==> config.mk <==
export PLATFORM = sky130hd
export DESIGN_NAME = bzm_top
export DESIGN_NICKNAME = d
export VERILOG_FILES = /design/src/bzm_pkg.sv /design/src/bzm_top.sv /design/src/bzm_tone_gen.sv
export SDC_FILE = /design/constraint.sdc
export NUM_CORES = 1
export LEC_CHECK = 0
export ABC_CLOCK_PERIOD_IN_PS = 4100
export BUFFER_PORTS_ARGS = -buffer_cell sky130_fd_sc_hd__clkbuf_2
export CAP_MARGIN = 20
export CORE_MARGIN = 2
export CORE_UTILIZATION = 61
export CTS_BUF_LIST = sky130_fd_sc_hd__clkbuf_8
export DETAILED_ROUTE_END_ITERATION = 10
export GPL_TIMING_DRIVEN = 0
export PLACE_DENSITY = 0.83
export SLEW_MARGIN = 20
export SYNTH_ARGS = -nofsm -noshare
export SYNTH_HDL_FRONTEND = slang
export SYNTH_HIERARCHICAL = 1
export SYNTH_SLANG_ARGS = --single-unit
==> constraint.sdc <==
create_clock -name clk_sys -period 4.1 [get_ports clk_sys]
set_clock_uncertainty 0.2 [all_clocks]
set_input_delay 0.205 -clock clk_sys [delete_from_list [all_inputs] [get_ports clk_sys]]
set_output_delay 0.205 -clock clk_sys [all_outputs]
set_load 0.02 [all_outputs]
==> src/bzm_pkg.sv <==
// bzm_pkg: register map, field positions, reset values and timing for the buzzer block
// assumes a 10 MHz system clock and an APB slave with 32-bit data
package bzm_pkg;
    // register indices (printed offsets are not all multiples of four: byte address is index * 4)
    localparam logic [15:0] BZM_IDX_A_PITCH_LO = 16'hA040;
    localparam logic [15:0] BZM_IDX_A_PITCH_HI = 16'hA041;
    localparam logic [15:0] BZM_IDX_A_LENGTH = 16'hA042;
    localparam logic [15:0] BZM_IDX_A_GAP = 16'hA043;
    localparam logic [15:0] BZM_IDX_B_PITCH_LO = 16'hA044;
    localparam logic [15:0] BZM_IDX_B_PITCH_HI = 16'hA045;
    localparam logic [15:0] BZM_IDX_B_LENGTH = 16'hA046;
    localparam logic [15:0] BZM_IDX_B_GAP = 16'hA047;
    localparam logic [15:0] BZM_IDX_CONFIG = 16'hA048;
    localparam logic [15:0] BZM_IDX_POWER_WINDOW = 16'hA049;
    localparam logic [15:0] BZM_IDX_TIME_UNIT = 16'hA04A;
    localparam logic [15:0] BZM_IDX_IRQ_STATUS = 16'hA04B;
    localparam logic [15:0] BZM_IDX_IRQ_MASK = 16'hA04C;
    localparam int BZM_ADDR_W = 18;
    // config register fields
    localparam int BZM_CFG_ENABLE = 7;
    localparam int BZM_CFG_POLARITY = 6;
    localparam int BZM_CFG_B_IRQ_EN = 5;
    localparam int BZM_CFG_A_IRQ_EN = 4;
    localparam int BZM_CFG_B_FLAG = 3;
    localparam int BZM_CFG_A_FLAG = 2;
    localparam int BZM_CFG_B_GO = 1;
    localparam int BZM_CFG_A_GO = 0;
    // time unit register fields
    localparam int BZM_UNIT_HI = 7;
    localparam int BZM_UNIT_LO = 6;
    localparam int BZM_UNIT_BASE = 4;
    localparam int BZM_UNIT_PW_IRQ_EN = 1;
    localparam int BZM_UNIT_PW_FLAG = 0;
    // event bits of the irq status / mask registers
    localparam int BZM_EV_A_END = 0;
    localparam int BZM_EV_B_END = 1;
    localparam int BZM_EV_PW_END = 2;
    localparam int BZM_EV_N = 3;
    localparam logic [7:0] BZM_RESET_BYTE = 8'h00;
    localparam logic [BZM_EV_N-1:0] BZM_RESET_EV = 3'h0;
    // timing: one millisecond base tick from the system clock
    localparam int BZM_CLK_HZ = 10000000;
    localparam int BZM_TICK_US = 1000;
    localparam int BZM_TICK_CYCLES = BZM_CLK_HZ / 1000000 * BZM_TICK_US;
    localparam int BZM_BASE_DIV_LO = 32;
    localparam int BZM_BASE_DIV_HI = 64;

    typedef enum logic [1:0] {
        BZM_IDLE = 2'b00,
        BZM_TONE = 2'b01,
        BZM_GAP = 2'b10
    } bzm_phase_type;

    // settings of one note, carried as a group
    typedef struct packed {
        logic [11:0] pitch;
        logic [7:0] length;
        logic [7:0] gap;
    } bzm_note_type;
endpackage

==> src/bzm_top.sv <==
// bzm_top: two-note buzzer and melody controller with APB register access
// assumes one 10 MHz clock, synchronous active-low reset, single APB master
// Behaviour
// power window expiry sets a sticky flag; irq only while its enable is set; a set irq_mask bit 2 also raises irq without it
// config byte bits 7..0: enable, polarity, irq enables, end flags, starts
// config read bits 1..0 show note B and note A playing, not starts
// each note-end irq enable lets that note's completion raise an interrupt
// note B end flag sets on completion only if its irq enable is one
// note A end flag sets on completion only if its irq enable is one
// end flags clear only by writing zero; writing one keeps them
// writing one to note B start begins note B; zero ignored; self clears
// writing one to note A start begins note A; zero ignored; self clears
// both starts in one write play note A then note B at once
// note B playing reads one while note B is sounding
// note A playing reads one while note A is sounding
// tone is clock over 32 or 64 over pitch plus one
// length and gap are counts of a 1, 2, 4 or 8 ms unit
// power window timer starts on any note start, counts in the same unit
// enable low holds output idle and ignores starts; polarity inverts output; disabled pin is held low whatever the polarity
// tone sounds for length, idle for gap, then the note is complete
//
// Our own choice: the APB interface to the registers.
`timescale 1ns/10ps
module bzm_top (
    // clock and reset
    input wire logic clk_sys,
    input wire logic rst_n,
    // apb slave
    input wire logic psel,
    input wire logic penable,
    input wire logic pwrite,
    input wire logic [17:0] paddr,
    input wire logic [31:0] pwdata,
    input wire logic [3:0] pstrb,
    output logic [31:0] prdata,
    output logic pready,
    output logic pslverr,
    // buzzer and interrupt
    output logic buzzer_output_pin,
    output logic irq
);
    localparam int TICK_W = 14;
    localparam logic [TICK_W-1:0] TICK_LAST = TICK_W'(bzm_pkg::BZM_TICK_CYCLES - 1);

    // register state
    bzm_pkg::bzm_note_type note_a, note_b, next_note_a, next_note_b;
    logic [7:0] config_reg, next_config;
    logic [7:0] power_window_length, next_pw_len;
    logic [7:0] time_unit_reg, next_time_unit;
    logic [bzm_pkg::BZM_EV_N-1:0] irq_status, next_irq_status, irq_mask, next_irq_mask;
    // sequencer state
    bzm_pkg::bzm_phase_type phase, next_phase;
    logic cur_b, next_cur_b, b_pending, next_b_pending;
    logic [7:0] phase_cnt, next_phase_cnt;
    logic [TICK_W-1:0] ms_cnt, next_ms_cnt;
    logic [2:0] unit_cnt, next_unit_cnt;
    logic pw_run, next_pw_run;
    logic [7:0] pw_cnt, next_pw_cnt;
    // bus and outputs
    logic [31:0] next_prdata;
    logic next_pready, next_pslverr, next_pin, next_irq;
    logic wr, rd, hit, done_a, done_b, pw_done, unit_tick, tone_run, wave, go_a, go_b;
    logic [15:0] idx;
    logic [7:0] wb, rb;

    bzm_tone_gen u_tone (
        .clk_sys(clk_sys),
        .rst_n(rst_n),
        .run(tone_run),
        .base_sel(time_unit_reg[bzm_pkg::BZM_UNIT_BASE]),
        .pitch(cur_b ? note_b.pitch : note_a.pitch),
        .wave(wave)
    );

    // address decode: byte address is the printed index times four
    always_comb begin
        idx = paddr[17:2];
        wb = pwdata[7:0];
        wr = psel && penable && pwrite && !pready && pstrb[0];
        rd = psel && penable && !pwrite && !pready;
        hit = (paddr[1:0] == 2'h0) && idx >= bzm_pkg::BZM_IDX_A_PITCH_LO
            && idx <= bzm_pkg::BZM_IDX_IRQ_MASK;
    end

    // unit tick: 1 ms base divided further by 1, 2, 4 or 8
    always_comb begin
        next_ms_cnt = (ms_cnt == TICK_LAST) ? '0 : ms_cnt + 1'b1;
        next_unit_cnt = unit_cnt;
        unit_tick = 1'b0;
        if (ms_cnt == TICK_LAST) begin
            next_unit_cnt = unit_cnt + 3'h1;
            unit_sel: unique case (time_unit_reg[bzm_pkg::BZM_UNIT_HI:bzm_pkg::BZM_UNIT_LO])
                2'b00: unit_tick = 1'b1;
                2'b01: unit_tick = unit_cnt[0];
                2'b10: unit_tick = &unit_cnt[1:0];
                2'b11: unit_tick = &unit_cnt;
            endcase
        end
    end

    // note sequencer: tone for length units, idle for gap units
    always_comb begin
        next_phase = phase;
        next_cur_b = cur_b;
        next_b_pending = b_pending;
        next_phase_cnt = phase_cnt;
        done_a = 1'b0;
        done_b = 1'b0;
        go_a = wr && hit && idx == bzm_pkg::BZM_IDX_CONFIG && config_reg[bzm_pkg::BZM_CFG_ENABLE]
            && wb[bzm_pkg::BZM_CFG_A_GO] && phase == bzm_pkg::BZM_IDLE;
        go_b = wr && hit && idx == bzm_pkg::BZM_IDX_CONFIG && config_reg[bzm_pkg::BZM_CFG_ENABLE]
            && wb[bzm_pkg::BZM_CFG_B_GO] && phase == bzm_pkg::BZM_IDLE;
        seq: unique case (phase)
            bzm_pkg::BZM_IDLE: begin
                if (go_a || go_b) begin
                    next_phase = bzm_pkg::BZM_TONE;
                    next_cur_b = !go_a;
                    next_b_pending = go_a && go_b;
                    next_phase_cnt = 8'h00;
                end
            end
            bzm_pkg::BZM_TONE: begin
                if ((cur_b ? note_b.length : note_a.length) == phase_cnt) begin
                    next_phase = bzm_pkg::BZM_GAP;
                    next_phase_cnt = 8'h00;
                end else if (unit_tick) begin
                    next_phase_cnt = phase_cnt + 8'h01;
                end
            end
            bzm_pkg::BZM_GAP: begin
                if ((cur_b ? note_b.gap : note_a.gap) == phase_cnt) begin
                    done_a = !cur_b;
                    done_b = cur_b;
                    next_phase_cnt = 8'h00;
                    if (b_pending) begin
                        next_phase = bzm_pkg::BZM_TONE;
                        next_cur_b = 1'b1;
                        next_b_pending = 1'b0;
                    end else begin
                        next_phase = bzm_pkg::BZM_IDLE;
                    end
                end else if (unit_tick) begin
                    next_phase_cnt = phase_cnt + 8'h01;
                end
            end
            default: next_phase = bzm_pkg::BZM_IDLE;
        endcase
        if (!config_reg[bzm_pkg::BZM_CFG_ENABLE]) begin
            next_phase = bzm_pkg::BZM_IDLE;
            next_b_pending = 1'b0;
        end
        tone_run = phase == bzm_pkg::BZM_TONE;
    end

    // power window timer, restarted by any accepted start
    always_comb begin
        next_pw_run = pw_run;
        next_pw_cnt = pw_cnt;
        pw_done = 1'b0;
        if (go_a || go_b) begin
            next_pw_run = 1'b1;
            next_pw_cnt = 8'h00;
        end else if (pw_run) begin
            if (pw_cnt == power_window_length) begin
                next_pw_run = 1'b0;
                pw_done = 1'b1;
            end else if (unit_tick) begin
                next_pw_cnt = pw_cnt + 8'h01;
            end
        end
    end

    // register writes; hardware sets beat software clears
    always_comb begin
        next_note_a = note_a;
        next_note_b = note_b;
        next_config = config_reg;
        next_pw_len = power_window_length;
        next_time_unit = time_unit_reg;
        next_irq_mask = irq_mask;
        next_irq_status = irq_status;
        if (wr && hit) begin
            regs: unique case (idx)
                bzm_pkg::BZM_IDX_A_PITCH_LO: next_note_a.pitch[7:0] = wb;
                bzm_pkg::BZM_IDX_A_PITCH_HI: next_note_a.pitch[11:8] = wb[3:0];
                bzm_pkg::BZM_IDX_A_LENGTH: next_note_a.length = wb;
                bzm_pkg::BZM_IDX_A_GAP: next_note_a.gap = wb;
                bzm_pkg::BZM_IDX_B_PITCH_LO: next_note_b.pitch[7:0] = wb;
                bzm_pkg::BZM_IDX_B_PITCH_HI: next_note_b.pitch[11:8] = wb[3:0];
                bzm_pkg::BZM_IDX_B_LENGTH: next_note_b.length = wb;
                bzm_pkg::BZM_IDX_B_GAP: next_note_b.gap = wb;
                bzm_pkg::BZM_IDX_CONFIG: begin
                    next_config[7:4] = wb[7:4];
                    next_config[3:2] = config_reg[3:2] & wb[3:2];
                end
                bzm_pkg::BZM_IDX_POWER_WINDOW: next_pw_len = wb;
                bzm_pkg::BZM_IDX_TIME_UNIT: begin
                    next_time_unit = {wb[7:6], 1'b0, wb[4], 2'b00, wb[1],
                        time_unit_reg[0] & wb[0]};
                end
                bzm_pkg::BZM_IDX_IRQ_STATUS: next_irq_status = irq_status & ~wb[2:0];
                bzm_pkg::BZM_IDX_IRQ_MASK: next_irq_mask = wb[2:0];
                default: next_irq_mask = irq_mask;
            endcase
        end
        if (done_a && config_reg[bzm_pkg::BZM_CFG_A_IRQ_EN]) begin
            next_config[bzm_pkg::BZM_CFG_A_FLAG] = 1'b1;
        end
        if (done_b && config_reg[bzm_pkg::BZM_CFG_B_IRQ_EN]) begin
            next_config[bzm_pkg::BZM_CFG_B_FLAG] = 1'b1;
        end
        if (pw_done) begin
            next_time_unit[bzm_pkg::BZM_UNIT_PW_FLAG] = 1'b1;
        end
        next_irq_status[bzm_pkg::BZM_EV_A_END] = next_irq_status[bzm_pkg::BZM_EV_A_END] | done_a;
        next_irq_status[bzm_pkg::BZM_EV_B_END] = next_irq_status[bzm_pkg::BZM_EV_B_END] | done_b;
        next_irq_status[bzm_pkg::BZM_EV_PW_END] = next_irq_status[bzm_pkg::BZM_EV_PW_END] | pw_done;
    end

    // read mux, one-wait-state answer, output pin and interrupt line
    always_comb begin
        rb = 8'h00;
        rd_mux: unique case (idx)
            bzm_pkg::BZM_IDX_A_PITCH_LO: rb = note_a.pitch[7:0];
            bzm_pkg::BZM_IDX_A_PITCH_HI: rb = {4'h0, note_a.pitch[11:8]};
            bzm_pkg::BZM_IDX_A_LENGTH: rb = note_a.length;
            bzm_pkg::BZM_IDX_A_GAP: rb = note_a.gap;
            bzm_pkg::BZM_IDX_B_PITCH_LO: rb = note_b.pitch[7:0];
            bzm_pkg::BZM_IDX_B_PITCH_HI: rb = {4'h0, note_b.pitch[11:8]};
            bzm_pkg::BZM_IDX_B_LENGTH: rb = note_b.length;
            bzm_pkg::BZM_IDX_B_GAP: rb = note_b.gap;
            bzm_pkg::BZM_IDX_CONFIG: rb = {config_reg[7:2],
                tone_run && cur_b, tone_run && !cur_b};
            bzm_pkg::BZM_IDX_POWER_WINDOW: rb = power_window_length;
            bzm_pkg::BZM_IDX_TIME_UNIT: rb = time_unit_reg;
            bzm_pkg::BZM_IDX_IRQ_STATUS: rb = {5'h00, irq_status};
            bzm_pkg::BZM_IDX_IRQ_MASK: rb = {5'h00, irq_mask};
            default: rb = 8'h00;
        endcase
        next_pready = psel && penable && !pready;
        next_pslverr = psel && penable && !pready && !hit;
        next_prdata = (rd && hit) ? {24'h000000, rb} : 32'h00000000;
        next_pin = config_reg[bzm_pkg::BZM_CFG_ENABLE]
            && ((tone_run && wave) ^ config_reg[bzm_pkg::BZM_CFG_POLARITY]);
        next_irq = |(next_irq_status & irq_mask)
            || (next_config[bzm_pkg::BZM_CFG_A_FLAG] && next_config[bzm_pkg::BZM_CFG_A_IRQ_EN])
            || (next_config[bzm_pkg::BZM_CFG_B_FLAG] && next_config[bzm_pkg::BZM_CFG_B_IRQ_EN])
            || (next_time_unit[bzm_pkg::BZM_UNIT_PW_FLAG]
                && next_time_unit[bzm_pkg::BZM_UNIT_PW_IRQ_EN]);
    end

    always_ff @(posedge clk_sys) begin
        if (!rst_n) begin
            note_a <= '0;
            note_b <= '0;
            config_reg <= bzm_pkg::BZM_RESET_BYTE;
            power_window_length <= bzm_pkg::BZM_RESET_BYTE;
            time_unit_reg <= bzm_pkg::BZM_RESET_BYTE;
            irq_status <= bzm_pkg::BZM_RESET_EV;
            irq_mask <= bzm_pkg::BZM_RESET_EV;
            phase <= bzm_pkg::BZM_IDLE;
            cur_b <= 1'b0;
            b_pending <= 1'b0;
            phase_cnt <= 8'h00;
            ms_cnt <= '0;
            unit_cnt <= 3'h0;
            pw_run <= 1'b0;
            pw_cnt <= 8'h00;
            prdata <= 32'h00000000;
            pready <= 1'b0;
            pslverr <= 1'b0;
            buzzer_output_pin <= 1'b0;
            irq <= 1'b0;
        end else begin
            note_a <= next_note_a;
            note_b <= next_note_b;
            config_reg <= next_config;
            power_window_length <= next_pw_len;
            time_unit_reg <= next_time_unit;
            irq_status <= next_irq_status;
            irq_mask <= next_irq_mask;
            phase <= next_phase;
            cur_b <= next_cur_b;
            b_pending <= next_b_pending;
            phase_cnt <= next_phase_cnt;
            ms_cnt <= next_ms_cnt;
            unit_cnt <= next_unit_cnt;
            pw_run <= next_pw_run;
            pw_cnt <= next_pw_cnt;
            prdata <= next_prdata;
            pready <= next_pready;
            pslverr <= next_pslverr;
            buzzer_output_pin <= next_pin;
            irq <= next_irq;
        end
    end
endmodule

==> src/bzm_tone_gen.sv <==
// bzm_tone_gen: square wave at clk / base / (pitch + 1), one toggle per half period
// assumes run is a level from the same clock; output parks low while run is low
`timescale 1ns/10ps
module bzm_tone_gen (
    // clock and reset
    input wire logic clk_sys,
    input wire logic rst_n,
    // control
    input wire logic run,
    input wire logic base_sel,
    input wire logic [11:0] pitch,
    // tone
    output logic wave
);
    logic [5:0] pre;
    logic [11:0] div;
    logic next_wave;
    logic [5:0] next_pre;
    logic [11:0] next_div;
    logic pre_wrap;

    // half of base divider per toggle gives the full base per period
    always_comb begin
        pre_wrap = base_sel ? (pre == 6'(bzm_pkg::BZM_BASE_DIV_HI / 2 - 1))
            : (pre == 6'(bzm_pkg::BZM_BASE_DIV_LO / 2 - 1));
        next_pre = pre + 6'h01;
        next_div = div;
        next_wave = wave;
        if (pre_wrap) begin
            next_pre = 6'h00;
            if (div >= pitch) begin
                next_div = 12'h000;
                next_wave = ~wave;
            end else begin
                next_div = div + 12'h001;
            end
        end
        if (!run) begin
            next_pre = 6'h00;
            next_div = 12'h000;
            next_wave = 1'b0;
        end
    end

    always_ff @(posedge clk_sys) begin
        if (!rst_n) begin
            pre <= 6'h00;
            div <= 12'h000;
            wave <= 1'b0;
        end else begin
            pre <= next_pre;
            div <= next_div;
            wave <= next_wave;
        end
    end
endmodule

---- Yosys cells after proc, flatten, opt, wreduce, memory -nomap -nowiden ----
Index checks and enable logic that the tools add are counted.
storage, ports and cells
  flip-flop bits (word level) ............. 174
  output and inout bits ................... 36
  word-level logic and storage cells ...... 195
cells by class
  add/sub/neg operators ................... 6
  order comparisons ....................... 3
  equality and inequality tests ........... 28
  multiplexer cells ....................... 44
  bitwise logic cells ..................... 13
  reductions and logical operators ........ 69
operators by type and width
  cell                                                       number
  equality test 16 bit, second input constant                13
  case mux 8 bit (13 select lines)                           1
  two-way mux 8 bit                                          6
  AND reduction 2 bit                                        18
  logical AND 1 bit                                          28
  equality test 8 bit                                        3
  two-way mux 12 bit                                         2
  case mux 8 bit (3 select lines)                            1
  two-way mux 1 bit                                          21
  adder 8 x 1 -> 8 bit, second input constant                2
  greater-or-equal comparator 16 bit, second input constant  1
  less-or-equal comparator 16 bit, second input constant     1
  adder 14 x 1 -> 14 bit, second input constant              1
  equality test 14 bit, second input constant                1
  adder 12 x 1 -> 12 bit, second input constant              1
  greater-or-equal comparator 12 bit                         1
  AND reduction 3 bit                                        4
  two-way mux 2 bit                                          5
  two-way mux 4 bit                                          2
  adder 6 x 1 -> 6 bit, second input constant                1
  bitwise AND 3 bit                                          2
  equality test 2 bit, second input constant                 3
  equality test 6 x 4 -> 1 bit, second input constant        1
  equality test 6 x 5 -> 1 bit, second input constant        1
  other kinds (22)                                           43

---- Depth between registers and ports, before layout ----
  depth in word-level cells ............... 17
  gate-level depth with buffers ........... 13
  gate-level depth less buffers ........... 9

---- Hierarchy ----
The synthesis kept the hierarchy.
by module, submodules not included
  module        times used  cells an instance  area an instance (µm²)  seq. area each (µm²)
  bzm_top       1           796                7144.4                  2622.5
  bzm_tone_gen  1           137                1162.4                  380.4

---- Least setup slack after synthesis ----
Ideal clock, no wire load.
  path kind ............................... flip-flop to flip-flop
  start point ............................. register cur_b
  end point ............................... register u_tone.div[10]
  library setup time ...................... 0.064 ns
  arrival time ............................ 2.911 ns
  path slack .............................. 0.924 ns
  stages on the path, launching flop included .. 14
  buffers on the path ..................... 4
  period minus slack after synthesis ...... 3.176 ns
  cells stage by stage .................... dfxtp_1 buf_4 buf_6 clkbuf_1 buf_1 mux2_2 inv_1 ha_1 a21oi_1 nand2_1 a211o_1 a21oi_1 o21ai_2 nor2_1
between the ends
  word-level cells in the longest chain between the ends .. 3
RTL lines
  element                             RTL line            RTL
  start: declaration                  bzm_top.sv:53       logic cur_b, next_cur_b, b_pending, next_b_pending;
  start signal: assignment            bzm_top.sv:283      cur_b <= next_cur_b;
  two-way mux 12 bit                  bzm_top.sv:71       .pitch(cur_b ? note_b.pitch : note_a.pitch),
  greater-or-equal comparator 12 bit  bzm_tone_gen.sv:31  if (div >= pitch) begin
  two-way mux 12 bit                  bzm_tone_gen.sv:31
  end signal: assignment              bzm_tone_gen.sv:52  div <= next_div;
  end: declaration                    bzm_tone_gen.sv:16  logic [11:0] div;
No other way between the ends.
A chain may end at the register's enable or synchronous reset.

---- Final worst setup path ----
  start point ............................. register cur_b
  end point ............................... register u_tone.div[6]
The elaborated chain is that of the path after synthesis.

==> results.py <==
metrics = {
    "route": {
        "num_vias": 7331,
        "drtPass1Iterations": 6,
        "ant_nets": 0,
        "routed_length_per_instance_um": 18.7,
        "drt_wl_total_um": 22600,
        "drc_violations": 0,
        "first_iter_violations": 958,
        "via_count_normalized_by_instance_count": 6.07,
    },
    "logic_synthesis": {
        "synth_cells": 933,
        "seq_area_frac_synth": 0.362,
        "number_of_enable_type_register_cells_in_the_synthesized_netlist": 0,
        "synth_area_um2": 8310,
        "ffs_w_async_s_r_synth": 0,
        "syn_area_per_cell_um2": 8.90,
        "synth_cell_type_count": 83,
        "ys_ff_latch": 150,
        "yosys_most_used_dff": "sky130_fd_sc_hd__dfxtp_1",
        "yosysWarningCount": 6,
    },
    "timing": {
        "final_min_period_over_clock_period": 0.905,
        "worst_slew_margin_rel": 0.403,
        "worst_slew_pin_slew_ns": 0.888,
        "max_freq_mhz": 270,
        "timing.setup.tns_ns": 0,
        "rsz0062_at_grt": "false",
        "timing.final.setup_violations": 0,
        "finalHoldViolCount": 1,
        "number_of_pins_with_negative_max_slew_slack_in_the_final_report": 0,
        "final.hold.worst_slack_ns": -0.00972,
        "timing.final.crit_period_ns": 3.71,
    },
    "placed_design": {
        "portBuffers": 39,
        "finalWeightedCongestion": 0.983,
        "detailedPlacementHpwl_um": 16400,
    },
    "cts": {
        "cts.htree.levels": 4,
        "clock_latency_on_the_worst_skew_pair_ns": 0.47,
        "clock_tree.buffer_depth": 2,
        "cts_tree": "built",
        "cts_buffers": 17,
        "cts.sinks": 150,
        "cts.root.buffer_cell": "sky130_fd_sc_hd__clkbuf_8",
        "clkSlewWorstSetupHoldPaths_ns": 0.08,
    },
    "die": {
        "ios": 95,
        "die_width_um": 121,
        "start_util": 0.625,
        "std_cell_rows": 42,
        "chipHeight_um": 121,
        "core_region_area_um2": 13300,
        "die_area_um2": 14600,
    },
    "cells_and_area": {
        "layout_common_cells": "150 x sky130_fd_sc_hd__dfxtp_1, 117 x sky130_fd_sc_hd__nand2_1, 65 x sky130_fd_sc_hd__mux2i_1",
        "drive_above_1_share": 0.148,
        "final_common_cell": "sky130_fd_sc_hd__dfxtp_1",
        "syn2layout_area_growth_pct": 11.5,
        "largest_registers_ranked_by_flip_flop_count": "note_a: 28 flops, note_b: 28 flops, ms_cnt: 14 flops",
        "nets": 1100,
    },
    "worst_hold_path": {
        "hold_class": "input pin to flop",
    },
    "outcome": {
        "status": "finished, violations left",
        "failed_checks": "hold timing",
    },
    "grt": {
        "grt_start_max_net_pins": 17,
        "antenna_found_initial": 0,
        "grt_pass1_wl_um": 36000,
        "total_routing_usage_reported_by_global_routing": 0.318,
        "globalRoute.totalOverflow": 0,
        "grt_pass1_vias": 6911,
    },
    "worst_setup_path": {
        "critical_path.startpoint_type": "flop",
        "worstPathRequired_ns": 4.31,
        "worst-endpoint-arrival_ns": 3.91,
        "cp_max_fo": 10,
        "worstSetupEndpointType": "flop",
        "timing.setup.critical_path_class": "flop to flop",
    },
    "power_and_ir_drop": {
        "sw_frac_of_total": 0.244,
        "power.switching_uw": 685,
        "p_leak_uw": 0.00353,
        "pwr-share-clk": 0.423,
        "power_report.internal_total_uw": 2120,
        "irDropWorstVdd_v": 0.000292,
        "pwr_density_cell_nw_per_um2": 303,
        "power.combinational.fraction": 0.056,
        "seqPwrFrac": 0.521,
    },
    "job": {
        "drv.max_cap_violation_count": 0,
    },
}
==> routing by layer <==
metal	GRT usage	up-vias	part of all wire
met1	0.410	3394	0.40
met4	0.161	0	0.049
li1	-	3428	-
met2	0.491	417	0.44
met5	0.0221	-	0
met3	0.0802	92	0.10
==> area by class of cell <==
| type | instances | area (um2) |
|---|---|---|
| diodes | 1 | 2.50 |
| plain buffers | 71 | 390 |
| clock buffers | 21 | 289 |
| clock inverters | 11 | 123 |
| fillers | 1076 | 4030 |
| inverters | 26 | 97.6 |
| multi-input cells | 709 | 4900 |
| flip-flops and latches | 150 | 3000 |
| well taps | 176 | 220 |
| repair buffers | 43 | 235 |
==> synth_stat cells, types with 4 or more instances <==
cell type | instances | share of area
sky130_fd_sc_hd__dfxtp_1 | 150 | 0.36
sky130_fd_sc_hd__nand2_1 | 117 | 0.053
sky130_fd_sc_hd__mux2i_1 | 65 | 0.078
sky130_fd_sc_hd__nor2_1 | 58 | 0.026
sky130_fd_sc_hd__a21boi_0 | 43 | 0.039
sky130_fd_sc_hd__nor2b_1 | 43 | 0.032
sky130_fd_sc_hd__clkbuf_1 | 36 | 0.016
sky130_fd_sc_hd__nand3_1 | 35 | 0.021
sky130_fd_sc_hd__xnor2_1 | 33 | 0.035
sky130_fd_sc_hd__inv_1 | 26 | 0.012
sky130_fd_sc_hd__xor2_1 | 26 | 0.027
sky130_fd_sc_hd__buf_4 | 25 | 0.023
sky130_fd_sc_hd__ha_1 | 23 | 0.035
sky130_fd_sc_hd__a21oi_1 | 19 | 0.011
sky130_fd_sc_hd__mux2_2 | 19 | 0.026
sky130_fd_sc_hd__nand4_1 | 18 | 0.014
sky130_fd_sc_hd__nor3_1 | 15 | 0.0090
sky130_fd_sc_hd__and3_1 | 14 | 0.011
sky130_fd_sc_hd__a22oi_1 | 13 | 0.012
sky130_fd_sc_hd__o21ai_0 | 13 | 0.0078
sky130_fd_sc_hd__and2_1 | 8 | 0.0060
sky130_fd_sc_hd__nor4_1 | 8 | 0.0060
sky130_fd_sc_hd__a41oi_1 | 7 | 0.0074
sky130_fd_sc_hd__and4_1 | 7 | 0.0074
sky130_fd_sc_hd__a211oi_1 | 5 | 0.0045
sky130_fd_sc_hd__a32oi_1 | 5 | 0.0053
sky130_fd_sc_hd__buf_2 | 5 | 0.0030
sky130_fd_sc_hd__nor3_2 | 5 | 0.0060
sky130_fd_sc_hd__o21a_1 | 5 | 0.0045
sky130_fd_sc_hd__nand3_2 | 4 | 0.0048
sky130_fd_sc_hd__or3_1 | 4 | 0.0030
==> final timing paths <==
check,start,to,slack (ns),depth (start not counted)
setup reg to reg,cur_b,u_tone/div[6],0.39,13
hold / removal,paddr[0],pslverr,-0.01,4
hold reg to reg,ms_cnt[0],ms_cnt[0],0.26,1
setup / recovery,cur_b,u_tone/div[6],0.39,13
==> metrics by stage <==
| step | cells | utilization | total power [uW] | setup WS [ns] | area, um2 |
|---|---|---|---|---|---|
| floorplan | 956 | - | 1590 | 0.924 | 8390 |
| global placement | 1171 | 0.663 | 1640 | 0.326 | 8810 |
| detailed placement | 1171 | 0.663 | 1650 | 0.277 | 8810 |
| CTS | 1207 | 0.696 | 2800 | 0.264 | 9260 |
| global route | 1207 | 0.697 | 2880 | 0.124 | 9260 |
| finish | 1208 | 0.697 | 2800 | 0.391 | 9260 |
==> worst max-delay path, cell delays in order, from the launching register on <==
cell                       delay (ns)
sky130_fd_sc_hd__dfxtp_1         0.31
sky130_fd_sc_hd__buf_4           0.19
sky130_fd_sc_hd__buf_6           0.19
sky130_fd_sc_hd__clkbuf_1        0.47
sky130_fd_sc_hd__clkbuf_2        0.37
sky130_fd_sc_hd__mux2_2          0.38
sky130_fd_sc_hd__inv_1           0.06
sky130_fd_sc_hd__ha_1            0.25
sky130_fd_sc_hd__a21oi_1         0.17
sky130_fd_sc_hd__nand2_1         0.07
sky130_fd_sc_hd__a211o_1         0.35
sky130_fd_sc_hd__a21oi_1         0.31
sky130_fd_sc_hd__o21ai_2         0.17
sky130_fd_sc_hd__nor2_1          0.14
==> power by group through the flow <==
stage          clock [uW]  combinational, uW  sequential [uW]
2_1_floorplan           0               97.4             1500
3_3_place_gp            0                149             1490
3_5_place_dp            0                150             1490
4_1_cts              1190                154             1460
5_1_grt              1250                167             1460
6_report             1190                158             1460
==> cells by family after synthesis <==
family | synth area share
other | 0.000451
muxes | 0.107
xor gates and xnor gates | 0.0622
buffers and inverters | 0.0586
and+or+nand+nor | 0.230
adders and majority gates | 0.0346
AOI/OAI and AO/OA | 0.146
DFF | 0.362
==> repair_timing <==
action,in CTS,in global routing
buffers inserted,0,0
endpoints found under the setup margin,0,7
resized for setup,0,1
endpoints found under the hold margin,6,0
hold buffers,4,0
Power figures use the tool's default switching activity.
